--- src/sacr_pkg.sv ---
// Purpose: Shared constants and types for the SAR converter cycle sequencer link
// Assumes: One 10 MHz clock for both ends; all link signals synchronous to it
// Notes:   Long waits are reduced to cycle counts here; the settle wait is a parameter
package sacr_pkg;
    // ----------------------------------------------------------------
    // Widths and timing
    // ----------------------------------------------------------------
    localparam int          DataWidth     = 16;
    localparam int          FifoDepth     = 8;
    localparam int          ClockHz       = 10_000_000;
    localparam int          ConvMaxNs     = 4700;
    // Longest time rounds down
    localparam int          ConvMaxCycles = (ConvMaxNs * (ClockHz / 1_000_000)) / 1000;
    // Conversion takes a little under the ceiling
    localparam int          ConvCycles    = ConvMaxCycles - 2;
    localparam int          SettleMs      = 12;
    localparam int          SettleCycles  = SettleMs * (ClockHz / 1000);
    localparam int          AcqCycles     = 20;
    localparam int          OutDelay      = 1;
    localparam logic [15:0] MidScale      = 16'h8000;
    localparam logic [15:0] ResetResult   = 16'h0000;

    // ----------------------------------------------------------------
    // Device and host states
    // ----------------------------------------------------------------
    typedef enum logic [2:0] {
        DEV_IDLE, DEV_ACQUIRE, DEV_CONVERT, DEV_WAIT_READ, DEV_DRIVE
    } sacr_dev_state_type;

    typedef enum logic [2:0] {
        HST_IDLE, HST_WAKE, HST_ACQUIRE, HST_CONVERT, HST_READ, HST_FINISH
    } sacr_hst_state_type;
endpackage

--- src/sacr_link_if.sv ---
// Purpose: Parallel link between host and converter sequencer
// Assumes: Result bus level resolved from the device output enable
// Notes:   No clocking block; both ends sample on the common clock
`timescale 1ns/1ps
`default_nettype none
interface sacr_link_if;
    logic        convStart_n;  // Active-low convert-start strobe
    logic        readSelect;   // High selects read, low selects convert
    logic        reset;        // Active-high device reset
    logic        eoc_n;        // Low once a result is valid
    logic [15:0] resultOut;
    logic        resultOe;
    logic [15:0] resultBus;

    // Resolved bus: undriven bus reads as zero in this model
    assign resultBus = resultOe ? resultOut : 16'h0000;

    modport device (input convStart_n, input readSelect, input reset,
                    output eoc_n, output resultOut, output resultOe);
    modport host   (output convStart_n, output readSelect, output reset,
                    input eoc_n, input resultBus);
endinterface
`default_nettype wire

--- src/sacr_fifo.sv ---
// Purpose: Small synchronous FIFO with valid/ready on both sides
// Assumes: Single clock, synchronous active-high reset
// Notes:   Depth must be a power of two
`timescale 1ns/1ps
`default_nettype none
module sacr_fifo #(
    parameter int Width = 16,
    parameter int Depth = 8
) (
    // Clock and reset
    input  wire logic             clock,
    input  wire logic             rst,
    // Fill side
    input  wire logic             inValid,
    output logic                  inReady,
    input  wire logic [Width-1:0] inData,
    // Drain side
    output logic                  outValid,
    input  wire logic             outReady,
    output logic      [Width-1:0] outData
);
    localparam int AW = $clog2(Depth);

    typedef struct packed {
        logic [AW:0] wrPtr;
        logic [AW:0] rdPtr;
    } sacr_fifo_state_type;

    sacr_fifo_state_type state, next_state;
    logic [Width-1:0]    mem [Depth];
    logic                doWrite;
    logic                doRead;

    // ----------------------------------------------------------------
    // Flags
    // ----------------------------------------------------------------
    assign inReady  = (state.wrPtr ^ state.rdPtr) != {1'b1, {AW{1'b0}}};
    assign outValid = state.wrPtr != state.rdPtr;
    assign doWrite  = inValid && inReady;
    assign doRead   = outValid && outReady;
    assign outData  = mem[state.rdPtr[AW-1:0]];

    // Pointer update
    always_comb begin
        next_state = state;
        if (doWrite) begin
            next_state.wrPtr = state.wrPtr + 1'b1;
        end
        if (doRead) begin
            next_state.rdPtr = state.rdPtr + 1'b1;
        end
    end

    // Storage has no reset; pointers define what is valid
    always_ff @(posedge clock) begin
        if (doWrite) begin
            mem[state.wrPtr[AW-1:0]] <= inData;
        end
    end

    always_ff @(posedge clock) begin
        if (rst) begin
            state <= '0;
        end else begin
            state <= next_state;
        end
    end
endmodule
`default_nettype wire

--- src/sacr_device.sv ---
// Purpose: Converter-side cycle sequencer: acquire, convert, power state, readout
// Assumes: Strobe and select synchronous to clock; raw sample supplied by the user side
// Notes:   Reference power is an output level; samples queue in a FIFO before conversion
// Overview of operation
// RULE_01: Select at convert edge picks low-power state
// RULE_02: Select low: standby, reference stays powered
// RULE_03: Select high: shutdown, reference powered down
// RULE_04: From standby, strobe with select low acquires
// RULE_05: From shutdown, strobe with select low wakes
// RULE_06: Host waits 12ms settle after shutdown wake
// RULE_07: End-of-conversion flag low marks valid result
// RULE_08: Result bus undriven during acquire and convert
// RULE_09: Third strobe, select high, drives result
// RULE_10: Strobe high releases result bus
// RULE_11: After read, idle until next strobe edge
// RULE_12: Offset or straight binary coding, build option
// RULE_13: Host switches channel right after acquisition; this host drives no channel select
// RULE_14: Host lengthens acquisition or keeps standby
// RULE_15: First strobe select low acquires; high ignored
// RULE_16: Second strobe holds sample, starts conversion
// RULE_17: Convert edge to flag low within 4.7us
// RULE_18: Reset high returns device to idle
// RULE_19: Flag returns high when acquisition begins
`timescale 1ns/1ps
`default_nettype none
module sacr_device #(
    parameter bit Bipolar = 1'b1
) (
    // Clock and reset
    input  wire logic        clock,
    input  wire logic        rst,

    // Link to host
    sacr_link_if.device      link,

    // Sample source: signed for bipolar, unsigned for unipolar
    input  wire logic        sampleValid,
    output logic             sampleReady,
    input  wire logic [15:0] sampleData,

    // Power status
    output logic             referenceOn,
    output logic             tracking
);
    typedef struct packed {
        // Cycle control
        sacr_pkg::sacr_dev_state_type fsm;
        logic                         strobeLast;
        logic                         shutdownSel;

        // Power and flag
        logic                         refOn;
        logic                         eocN;

        // Data path
        logic [15:0]                  result;
        logic [15:0]                  heldSample;
        logic                         oe;
        logic [12:0]                  count;
    } sacr_dev_reg_type;

    sacr_dev_reg_type state, next_state;

    // Edge and queue wires
    logic             fall;
    logic             fifoValid;
    logic             fifoReady;
    logic [15:0]      fifoData;

    // ----------------------------------------------------------------
    // Sample queue: the sample source stalls when the held samples back up
    // ----------------------------------------------------------------
    sacr_fifo #(.Width(sacr_pkg::DataWidth), .Depth(sacr_pkg::FifoDepth)) u_sacr_fifo (
        .clock    (clock),
        .rst      (rst),
        .inValid  (sampleValid),
        .inReady  (sampleReady),
        .inData   (sampleData),
        .outValid (fifoValid),
        .outReady (fifoReady),
        .outData  (fifoData)
    );

    // Coding of the held sample
    function automatic logic [15:0] codeResult(input logic [15:0] raw);
        if (Bipolar) begin
            // Offset binary
            codeResult = raw ^ sacr_pkg::MidScale; // [RULE_12]
        end else begin
            // Straight binary
            codeResult = raw;
        end
    endfunction

    // Edge against last cycle's strobe level
    assign fall = state.strobeLast && !link.convStart_n;

    // Pop one sample per conversion start; stale queued samples are the trade-off
    assign fifoReady = (state.fsm == sacr_pkg::DEV_ACQUIRE) && fall;

    // ----------------------------------------------------------------
    // Sequencer
    // ----------------------------------------------------------------
    // Edges in the wrong state or with the wrong select are dropped silently
    always_comb begin
        // Hold by default
        next_state            = state;
        next_state.strobeLast = link.convStart_n;

        unique case (state.fsm)
            // First edge
            sacr_pkg::DEV_IDLE: begin
                // Select high on the first edge is ignored
                if (fall && !link.readSelect) begin // [RULE_15] [RULE_11] [RULE_04]
                    next_state.fsm   = sacr_pkg::DEV_ACQUIRE;
                    next_state.refOn = 1'b1; // [RULE_05]
                    // New cycle, flag clears
                    next_state.eocN  = 1'b1; // [RULE_19]
                end
            end

            // Tracking
            sacr_pkg::DEV_ACQUIRE: begin
                if (fall) begin // [RULE_16]
                    next_state.fsm         = sacr_pkg::DEV_CONVERT;
                    next_state.shutdownSel = link.readSelect; // [RULE_01]
                    // Empty queue converts zero
                    next_state.heldSample  = fifoValid ? fifoData : sacr_pkg::ResetResult;
                    next_state.count       = 13'(sacr_pkg::ConvCycles);
                end
            end

            // Converting
            sacr_pkg::DEV_CONVERT: begin
                if (state.count <= 13'h0001) begin // [RULE_17]
                    next_state.fsm    = sacr_pkg::DEV_WAIT_READ;
                    // Code fixed at conversion end
                    next_state.result = codeResult(state.heldSample);
                    next_state.eocN   = 1'b0; // [RULE_07]
                    // Shutdown drops the reference; standby keeps it
                    next_state.refOn  = !state.shutdownSel; // [RULE_02] [RULE_03]
                end else begin
                    // Still converting
                    next_state.count = state.count - 13'h0001;
                end
            end

            // Result ready
            sacr_pkg::DEV_WAIT_READ: begin
                if (fall && link.readSelect) begin // [RULE_09]
                    next_state.fsm   = sacr_pkg::DEV_DRIVE;
                    next_state.count = 13'(sacr_pkg::OutDelay);
                end
            end

            // Readout
            sacr_pkg::DEV_DRIVE: begin
                // Output delay first
                if (state.count != 13'h0000) begin
                    next_state.count = state.count - 13'h0001;
                end else begin
                    next_state.oe = 1'b1;
                end

                // Strobe high ends the read
                if (link.convStart_n) begin // [RULE_10]
                    next_state.oe  = 1'b0;
                    next_state.fsm = sacr_pkg::DEV_IDLE; // [RULE_11]
                end
            end

            // Recovery
            default: begin
                next_state.fsm = sacr_pkg::DEV_IDLE;
            end
        endcase
    end

    // Reset returns to idle with flag high and bus released
    always_ff @(posedge clock) begin
        if (rst || link.reset) begin // [RULE_18]
            // Clear, then set idle levels
            state            <= '0;
            state.fsm        <= sacr_pkg::DEV_IDLE;
            // Strobe seen high: no false edge
            state.strobeLast <= 1'b1;
            state.eocN       <= 1'b1;
        end else begin
            state <= next_state;
        end
    end

    // ----------------------------------------------------------------
    // Outputs
    // ----------------------------------------------------------------
    // Registered flag and data
    assign link.eoc_n     = state.eocN;
    assign link.resultOut = state.result;

    // Registered enable: no glitch on the bus
    assign link.resultOe  = state.oe; // [RULE_08]

    // Power status
    assign referenceOn    = state.refOn;
    assign tracking       = state.fsm == sacr_pkg::DEV_ACQUIRE;
endmodule
`default_nettype wire

--- src/flat_wrapper.sv ---
// flat-port wrapper written by rule: the top's interface ports become plain ports
module sacr_device_flat 
#(
    parameter bit Bipolar = 1'b1
)
  (clock, rst, sampleValid, sampleReady, sampleData, referenceOn, tracking, link_convStart_n, link_readSelect, link_reset, link_eoc_n, link_resultOut, link_resultOe);
  sacr_link_if link_i ();
  input  wire logic clock;
  input  wire logic rst;
  input  wire logic sampleValid;
  output logic sampleReady;
  input  wire logic [15:0] sampleData;
  output logic referenceOn;
  output logic tracking;
  input wire logic [$bits(link_i.convStart_n)-1:0] link_convStart_n;
  input wire logic [$bits(link_i.readSelect)-1:0] link_readSelect;
  input wire logic [$bits(link_i.reset)-1:0] link_reset;
  output wire logic [$bits(link_i.eoc_n)-1:0] link_eoc_n;
  output wire logic [$bits(link_i.resultOut)-1:0] link_resultOut;
  output wire logic [$bits(link_i.resultOe)-1:0] link_resultOe;
  assign link_i.convStart_n = link_convStart_n;
  assign link_i.readSelect = link_readSelect;
  assign link_i.reset = link_reset;
  assign link_eoc_n = link_i.eoc_n;
  assign link_resultOut = link_i.resultOut;
  assign link_resultOe = link_i.resultOe;
  sacr_device #(.Bipolar(Bipolar)) u_core (.clock(clock), .rst(rst), .link(link_i), .sampleValid(sampleValid), .sampleReady(sampleReady), .sampleData(sampleData), .referenceOn(referenceOn), .tracking(tracking));
endmodule
--- config.mk ---
export PLATFORM = sky130hd
export DESIGN_NAME = sacr_device_flat
export DESIGN_NICKNAME = d
export VERILOG_FILES = /design/src/sacr_pkg.sv /design/src/sacr_link_if.sv /design/src/sacr_fifo.sv /design/src/sacr_device.sv /design/src/flat_wrapper.sv
export SDC_FILE = /design/constraint.sdc
export NUM_CORES = 1
export LEC_CHECK = 0
export ABC_AREA = 1
export BUFFER_PORTS_ARGS = -buffer_cell sky130_fd_sc_hd__clkbuf_2
export CORE_AREA = 2 2 132 134
export DETAILED_ROUTE_END_ITERATION = 6
export DIE_AREA = 0 0 134 136
export PLACE_DENSITY = 0.75
export SLEW_MARGIN = 0
export SYNTH_ARGS = -nofsm -noshare
export SYNTH_HDL_FRONTEND = slang
export SYNTH_SLANG_ARGS = --single-unit
export TNS_END_PERCENT = 1
--- constraint.sdc ---
create_clock -name clock -period 3.15 [get_ports clock]
set_clock_uncertainty 0.2 [all_clocks]
set_input_delay 0 -clock clock [delete_from_list [all_inputs] [get_ports clock]]
set_output_delay 0 -clock clock [all_outputs]
set_load 0.02 [all_outputs]
==> results of run 1 <==
==> logic make-up (layout without fill, tap and decap cells) <==
| logic type | after synthesis | after routing | share of synthesized area [%] |
|---|---|---|---|
| and+or+nand+nor | 267 | 267 | 13.8 |
| AOI/OAI and AO/OA | 193 | 193 | 15.2 |
| DFF | 192 | 192 | 62.9 |
| buffers and inverters | 105 | 164 | 6.33 |
| xor gates and xnor gates | 9 | 9 | 0.967 |
| adders and majority gates | 5 | 5 | 0.768 |
==> report_power, final <==
group / internal [mW] / switching (mW) / leakage, nW
combinational: 0.121 / 0.240 / 1.40
sequential: 2.74 / 0.0262 / 1.68
clock: 1.04 / 0.986 / 0.266
==> flip-flops by register name, indices dropped and copies added, names as in the netlist, named ones only <==
register,cells
u_core.referenceOn,1
u_core.state,34
u_core.u_sacr_fifo.state,8
u_core.link.eoc_n,1
u_core.link.resultOe,1
u_core.u_sacr_fifo.mem,128
u_core.link.resultOut,16
==> worst max-delay path, delay by kind of cell (launching register included) <==
family | cells | cell delay, ps
AND/OR/NAND/NOR | 4 | 730
buffers and inverters | 1 | 550
flip-flops | 1 | 370
XOR/XNOR | 1 | 180
AO/OA/AOI/OAI | 1 | 50
==> worst min-delay path by stage <==
stage                     start  cells past startpoint  slack, ps                                       end
2_1_floorplan               rst                      1       -140  u_core.u_sacr_fifo.state[4]$_SDFFE_PP0P_
3_3_place_gp   link_convStart_n                      2         40         u_core.link.resultOe$_SDFFE_PP0P_
3_5_place_dp   link_convStart_n                      3         40               u_core.state[49]$_SDFF_PP1_
4_1_cts        link_convStart_n                      3        140         u_core.link.resultOe$_SDFFE_PP0P_
5_1_grt        link_convStart_n                      3        160         u_core.link.resultOe$_SDFFE_PP0P_
6_report       link_convStart_n                      3        150         u_core.link.resultOe$_SDFFE_PP0P_
==> metrics by stage <==
step	hold slack (ps)	power, mW	instance area [sq um]
floorplan	-138	3.06	8150
global placement	39.0	3.15	8440
detailed placement	44.5	3.16	8440
CTS	140	5.18	9230
global route	162	5.35	9230
finish	150	5.15	9230
==> placed cells by master, fill, tap and decap left out, drive strengths merged, types with 2 or more instances in the layout <==
cell         netlist  layout
o21a              32      32
dfxtp             64      64
xnor2              2       2
nand3             43      43
nand2            100     100
clkbuf            14      59
buf               40      16
o21ai             58      58
xor2               7       7
o21bai            32      32
o211ai            32      32
a21oi             37      37
edfxtp           128     128
nor2             117     117
nor3               2       2
nand4              4       4
clkinv             1       6
clkinvlp           0       4
inv               50      56
dlygate4sd3        0      23
ha                 5       5
==> routing by layer <==
layer  share of wire (%)  routed length [microns]  track usage, %  vias up
met1                  45                     7340            24.1     2605
met3                 5.0                      803            4.66       20
li1                    -                        -               -     2742
met5                   0                        0               0        -
met2                  48                     7760            31.0      135
met4                 1.5                      243            6.21        0
==> repair_timing <==
| action | CTS | global route |
|---|---|---|
| setup endpoints to repair | 0 | 0 |
| resized for setup | 0 | 0 |
| hold endpoints to repair | 167 | 0 |
| buffers inserted | 0 | 0 |
| hold buffers | 23 | 0 |
==> area by class of cell <==
cell class / instances / area share, %
Sequential cell: 192 / 55.6
Clock buffer: 17 / 4.61
Tap cell: 225 / 3.05
Clock inverter: 15 / 1.40
Multi-Input combinational cell: 474 / 27.2
Timing Repair Buffer: 81 / 6.08
Inverter: 51 / 2.10
==> run metrics, run 1 <==
total track usage=18.7%; EDFF count, synth=between 100 and 150; CTS sink count=192; Synth cell types=36; Rows=48; final hold violation count=0; Worst-Margin Slew=between 900 and 1000 ps; residual overflow from global routing=0; via count=5502; TritonRoute pass-1 iters=5; Post-Syn Area=0.00815 sq mm; chip height=136 microns; Final HPWL DP=10200 microns; TritonCTS clock tree=yes; pwr dens=558 mW/mm^2; Syn Nets=798; DRT iter0 DRCs=346; CP endpoint kind=flop; Hold Path Class=in2reg; Initial Util=about 48%; count leader, synth=edfxtp_1; Worst EP required=roughly 3300 ps; share of cells above drive strength 1=14.3%; worst slew margin relative to its limit=35.4%; peak supply drop=0.382 mV; Critical Path Start Type=flop; setup ws final=970 ps; Setup-failing EPs final=0; Seq/Total Area, Yosys=a little over three fifths; Core Area=0.0169 sq mm; RSZ-0062 raised after global routing=false; CP arrival=about 2300 ps; full die area=0.0182 sq mm; period utilization=between 60% and 70%; drt wl/cell=15.3 microns; nets=between 800 and 900; multi-input logic area=0.00251 sq mm; top cell type's share of synthesized area=47.2%; vias in the first global route=between 5000 and 6000; DP Cell Count=1000; Max Clk Rate=0.459 GHz; worst skew pair latency=roughly 440 ps; Place WS=1040 ps; worst path cell trace=xor2_1 -> nor2_1 -> nand3_1 -> nand2_2 -> or2_4 -> a21oi_2 -> dlygate4sd3_1; Clock Pin Slew Worst Setup and Hold Paths=80 ps; I/O Buffers=42; synth cell count leaders=128 x edfxtp_1, 111 x nor2_1, 94 x nand2_1, 64 x dfxtp_1, 58 x o21ai_0; slowest CP cell=dlygate4sd3_1; Yosys reg bits=192; crit path capture=u_core.u_sacr_fifo.state[4]$_SDFFE_PP0P_; Critical Path Fanout Max=8; final core utilization=54.7%; largest net degree at the start of global routing=65; Most used DFF post-synth=edfxtp_1; Pleak=3.34 nW; H-tree levels=4; Reg-to-Reg Start=u_core.u_sacr_fifo.state[0]$_SDFFE_PP0P_; reg-to-reg setup timing slack=a little under 1000 ps; min Tclk post-route=2180 ps; crit path kind=reg2reg; Max Slew Vio Count=0; Non-Filler Instances=around 1100; CTS root buf=clkbuf_16; Total Wirelength=16100 microns; syn avg cell area=10.6 sq um; DIE WIDTH=about 130 microns; Placer Congestion=roughly 0.83; FFs w/ async S/R, synth=0%; Residual DRC=0; worst r2r dst=u_core.u_sacr_fifo.state[4]$_SDFFE_PP0P_; Top Ports=43; initial antenna violation count=0; # fillers=1429; clock buffer depth=2; total CTS buffers=17; max cap viols=0; Gate Count Post-Synth=771; Synthesis Warnings=0; largest area contributor in the netlist=edfxtp_1; Vias/cell=5.22; synth top area cells=edfxtp_1 47%, dfxtp_1 16%, nor2_1 5.1%, nand2_1 4.3%, o21ai_0 3.6%; Synth-to-Final Area Change=13.2%; first-pass GRT wire length=26000 microns; Setup crit start=u_core.u_sacr_fifo.state[0]$_SDFFE_PP0P_; setup TNS=0 ps; CP peak stage delay=550 ps; total area of sequential cells=between 0.005 and 0.006 sq mm; Antenna Cells=0; status=complete, no violations; post-detailed-route count of antenna-violating nets=0; R2R depth=7
No activity file was read; power rests on OpenSTA's default activity.
==> run 2: changes to the inputs <==
--- a/config.mk
+++ b/config.mk
@@ -10,7 +10,7 @@
 export CORE_AREA = 2 2 132 134
 export DETAILED_ROUTE_END_ITERATION = 6
 export DIE_AREA = 0 0 134 136
-export PLACE_DENSITY = 0.75
+export PLACE_DENSITY = 0.77
 export SLEW_MARGIN = 0
 export SYNTH_ARGS = -nofsm -noshare
 export SYNTH_HDL_FRONTEND = slang
==> constraint.sdc (replaced) <==
create_clock -name clock -period 1.85 [get_ports clock]
set_clock_uncertainty 0.2 [all_clocks]
set_input_delay 0 -clock clock [delete_from_list [all_inputs] [get_ports clock]]
set_output_delay 0 -clock clock [all_outputs]
set_load 0.02 [all_outputs]
==> run metrics, run 2 (synthesis results as in run 1) <==
final core utilization=a little under three fifths; Critical Path Start Type=flop; share of cells above drive strength 1=20.6%; Final HPWL DP=10900 microns; full die area=0.0182 sq mm; setup ws final=-78.2 ps; DRT iter0 DRCs=~580; total track usage=approximately 20%; final hold violation count=0; TritonRoute pass-1 iters=5; via count=5724; reg-to-reg setup timing slack=-80 ps; chip height=136 microns; clock buffer depth=2; multi-input logic area=0.00266 sq mm; H-tree levels=4; Worst-Margin Slew=883 ps; Top Ports=43; initial antenna violation count=0; residual overflow from global routing=0; Total Wirelength=17400 microns; Synth-to-Final Area Change=19.3%; DIE WIDTH=134 microns; total area of sequential cells=0.00513 sq mm; pwr dens=around 920 mW/mm^2; Hold Path Class=in2reg; Critical Path Fanout Max=16; TritonCTS clock tree=yes; post-detailed-route count of antenna-violating nets=0; peak supply drop=0.737 mV; max reg flops=between 100 and 150; Worst EP required=1790 ps; max cap viols=0; Rows=48; worst skew pair latency=440 ps; I/O Buffers=42; Max Slew Vio Count=0; nets=872; Vias/cell=5.29; worst slew margin relative to its limit=41.1%; status=finished with violations; # fillers=1364; Residual DRC=0; vias in the first global route=roughly 5500; CP arrival=1870 ps; drt wl/cell=16.0 microns; largest net degree at the start of global routing=65; Core Area=about 0.017 sq mm; min Tclk post-route=1930 ps; Pleak=approximately 3.5 nW; Antenna Cells=0; most common cell after layout, fill and taps aside=edfxtp_1; Max Clk Rate=0.519 GHz; CTS root buf=clkbuf_16; setup TNS=-3620 ps; CTS sink count=192; violated checks=negative setup slack; commonest non-fill, non-tap cells in the layout=128 x edfxtp_1, 103 x nor2_1, 93 x nand2_1, 56 x dfxtp_1, 55 x o21ai_0; Clock Pin Slew Worst Setup and Hold Paths=80 ps; RSZ-0062 raised after global routing=true; Placer Congestion=0.829; first-pass GRT wire length=27800 microns; Setup-failing EPs final=80; total CTS buffers=17; period utilization=104%; crit path kind=reg2reg; CP endpoint kind=flop; Initial Util=48.3%
-- run 2: critical path, cell delays in order (launching register included) --
cell and delay, ps:
dfxtp_1 350, xor2_1 170, nor2_2 80, nand3_4 70, nand2_4 50, or2_4 290
buf_4 150, nor2_4 90, buf_12 170
-- run 2: worst paths after layout --
path,startpoint,endpoint,cells after the start
max,u_core.u_sacr_fifo.state[1]$_SDFFE_PP0P_,u_core.u_sacr_fifo.mem[0][1]$_DFFE_PP_,8
min,link_convStart_n,u_core.link.resultOe$_SDFFE_PP0P_,3
max reg2reg,u_core.u_sacr_fifo.state[1]$_SDFFE_PP0P_,u_core.u_sacr_fifo.mem[0][1]$_DFFE_PP_,8
min reg2reg,u_core.state[29]$_SDFFE_PP0P_,u_core.link.resultOut[15]$_SDFFE_PP0P_,1
-- run 2: power breakdown --
| part | switching, mW | internal (mW) | leakage (nW) | total (mW) |
|---|---|---|---|---|
| Combinational | 0.462 | 0.261 | 1.58 | 0.723 |
| Clock | 1.72 | 1.79 | 0.279 | 3.51 |
| Sequential | 0.0385 | 4.66 | 1.68 | 4.70 |
-- run 2: per-layer routing --
layer | global-route usage (%) | part of all wire [%]
met1 | 26.2 | 45
met2 | 33.6 | 49
met3 | 3.84 | 4.1
met4 | 5.91 | 1.3
met5 | 0 | 0
-- run 2: metrics by stage --
step | instances | hold WS [ps] | area (sq um) | setup slack, ps | total power [mW]
2_1_floorplan | 771 | -138 | 8210 | -401 | 5.23
5_1_grt | 1083 | 163 | 9720 | -149 | 9.24
4_1_cts | 1083 | 129 | 9650 | -83.0 | 8.96
6_report | 1083 | 149 | 9720 | -78.2 | 8.94
3_3_place_gp | 1024 | 41.4 | 8790 | -91.4 | 5.43
3_5_place_dp | 1024 | 41.0 | 8790 | -106 | 5.45
-- run 2: timing repair --
action	CTS	global route
gates resized for setup	8	27
setup endpoints to repair	110	174
hold endpoints to repair	164	0
hold buffers	22	0
pin swaps	4	5
gates cloned	1	0
buffers inserted	4	2
-- run 2: layout make-up --
class,count,area share [%]
sequential,192,52.8
multi-input combinational,474,27.3
timing repair buffer,109,9.09
clock buffer,17,4.38
tap,225,2.90
inverter,51,2.02
clock inverter,15,1.44
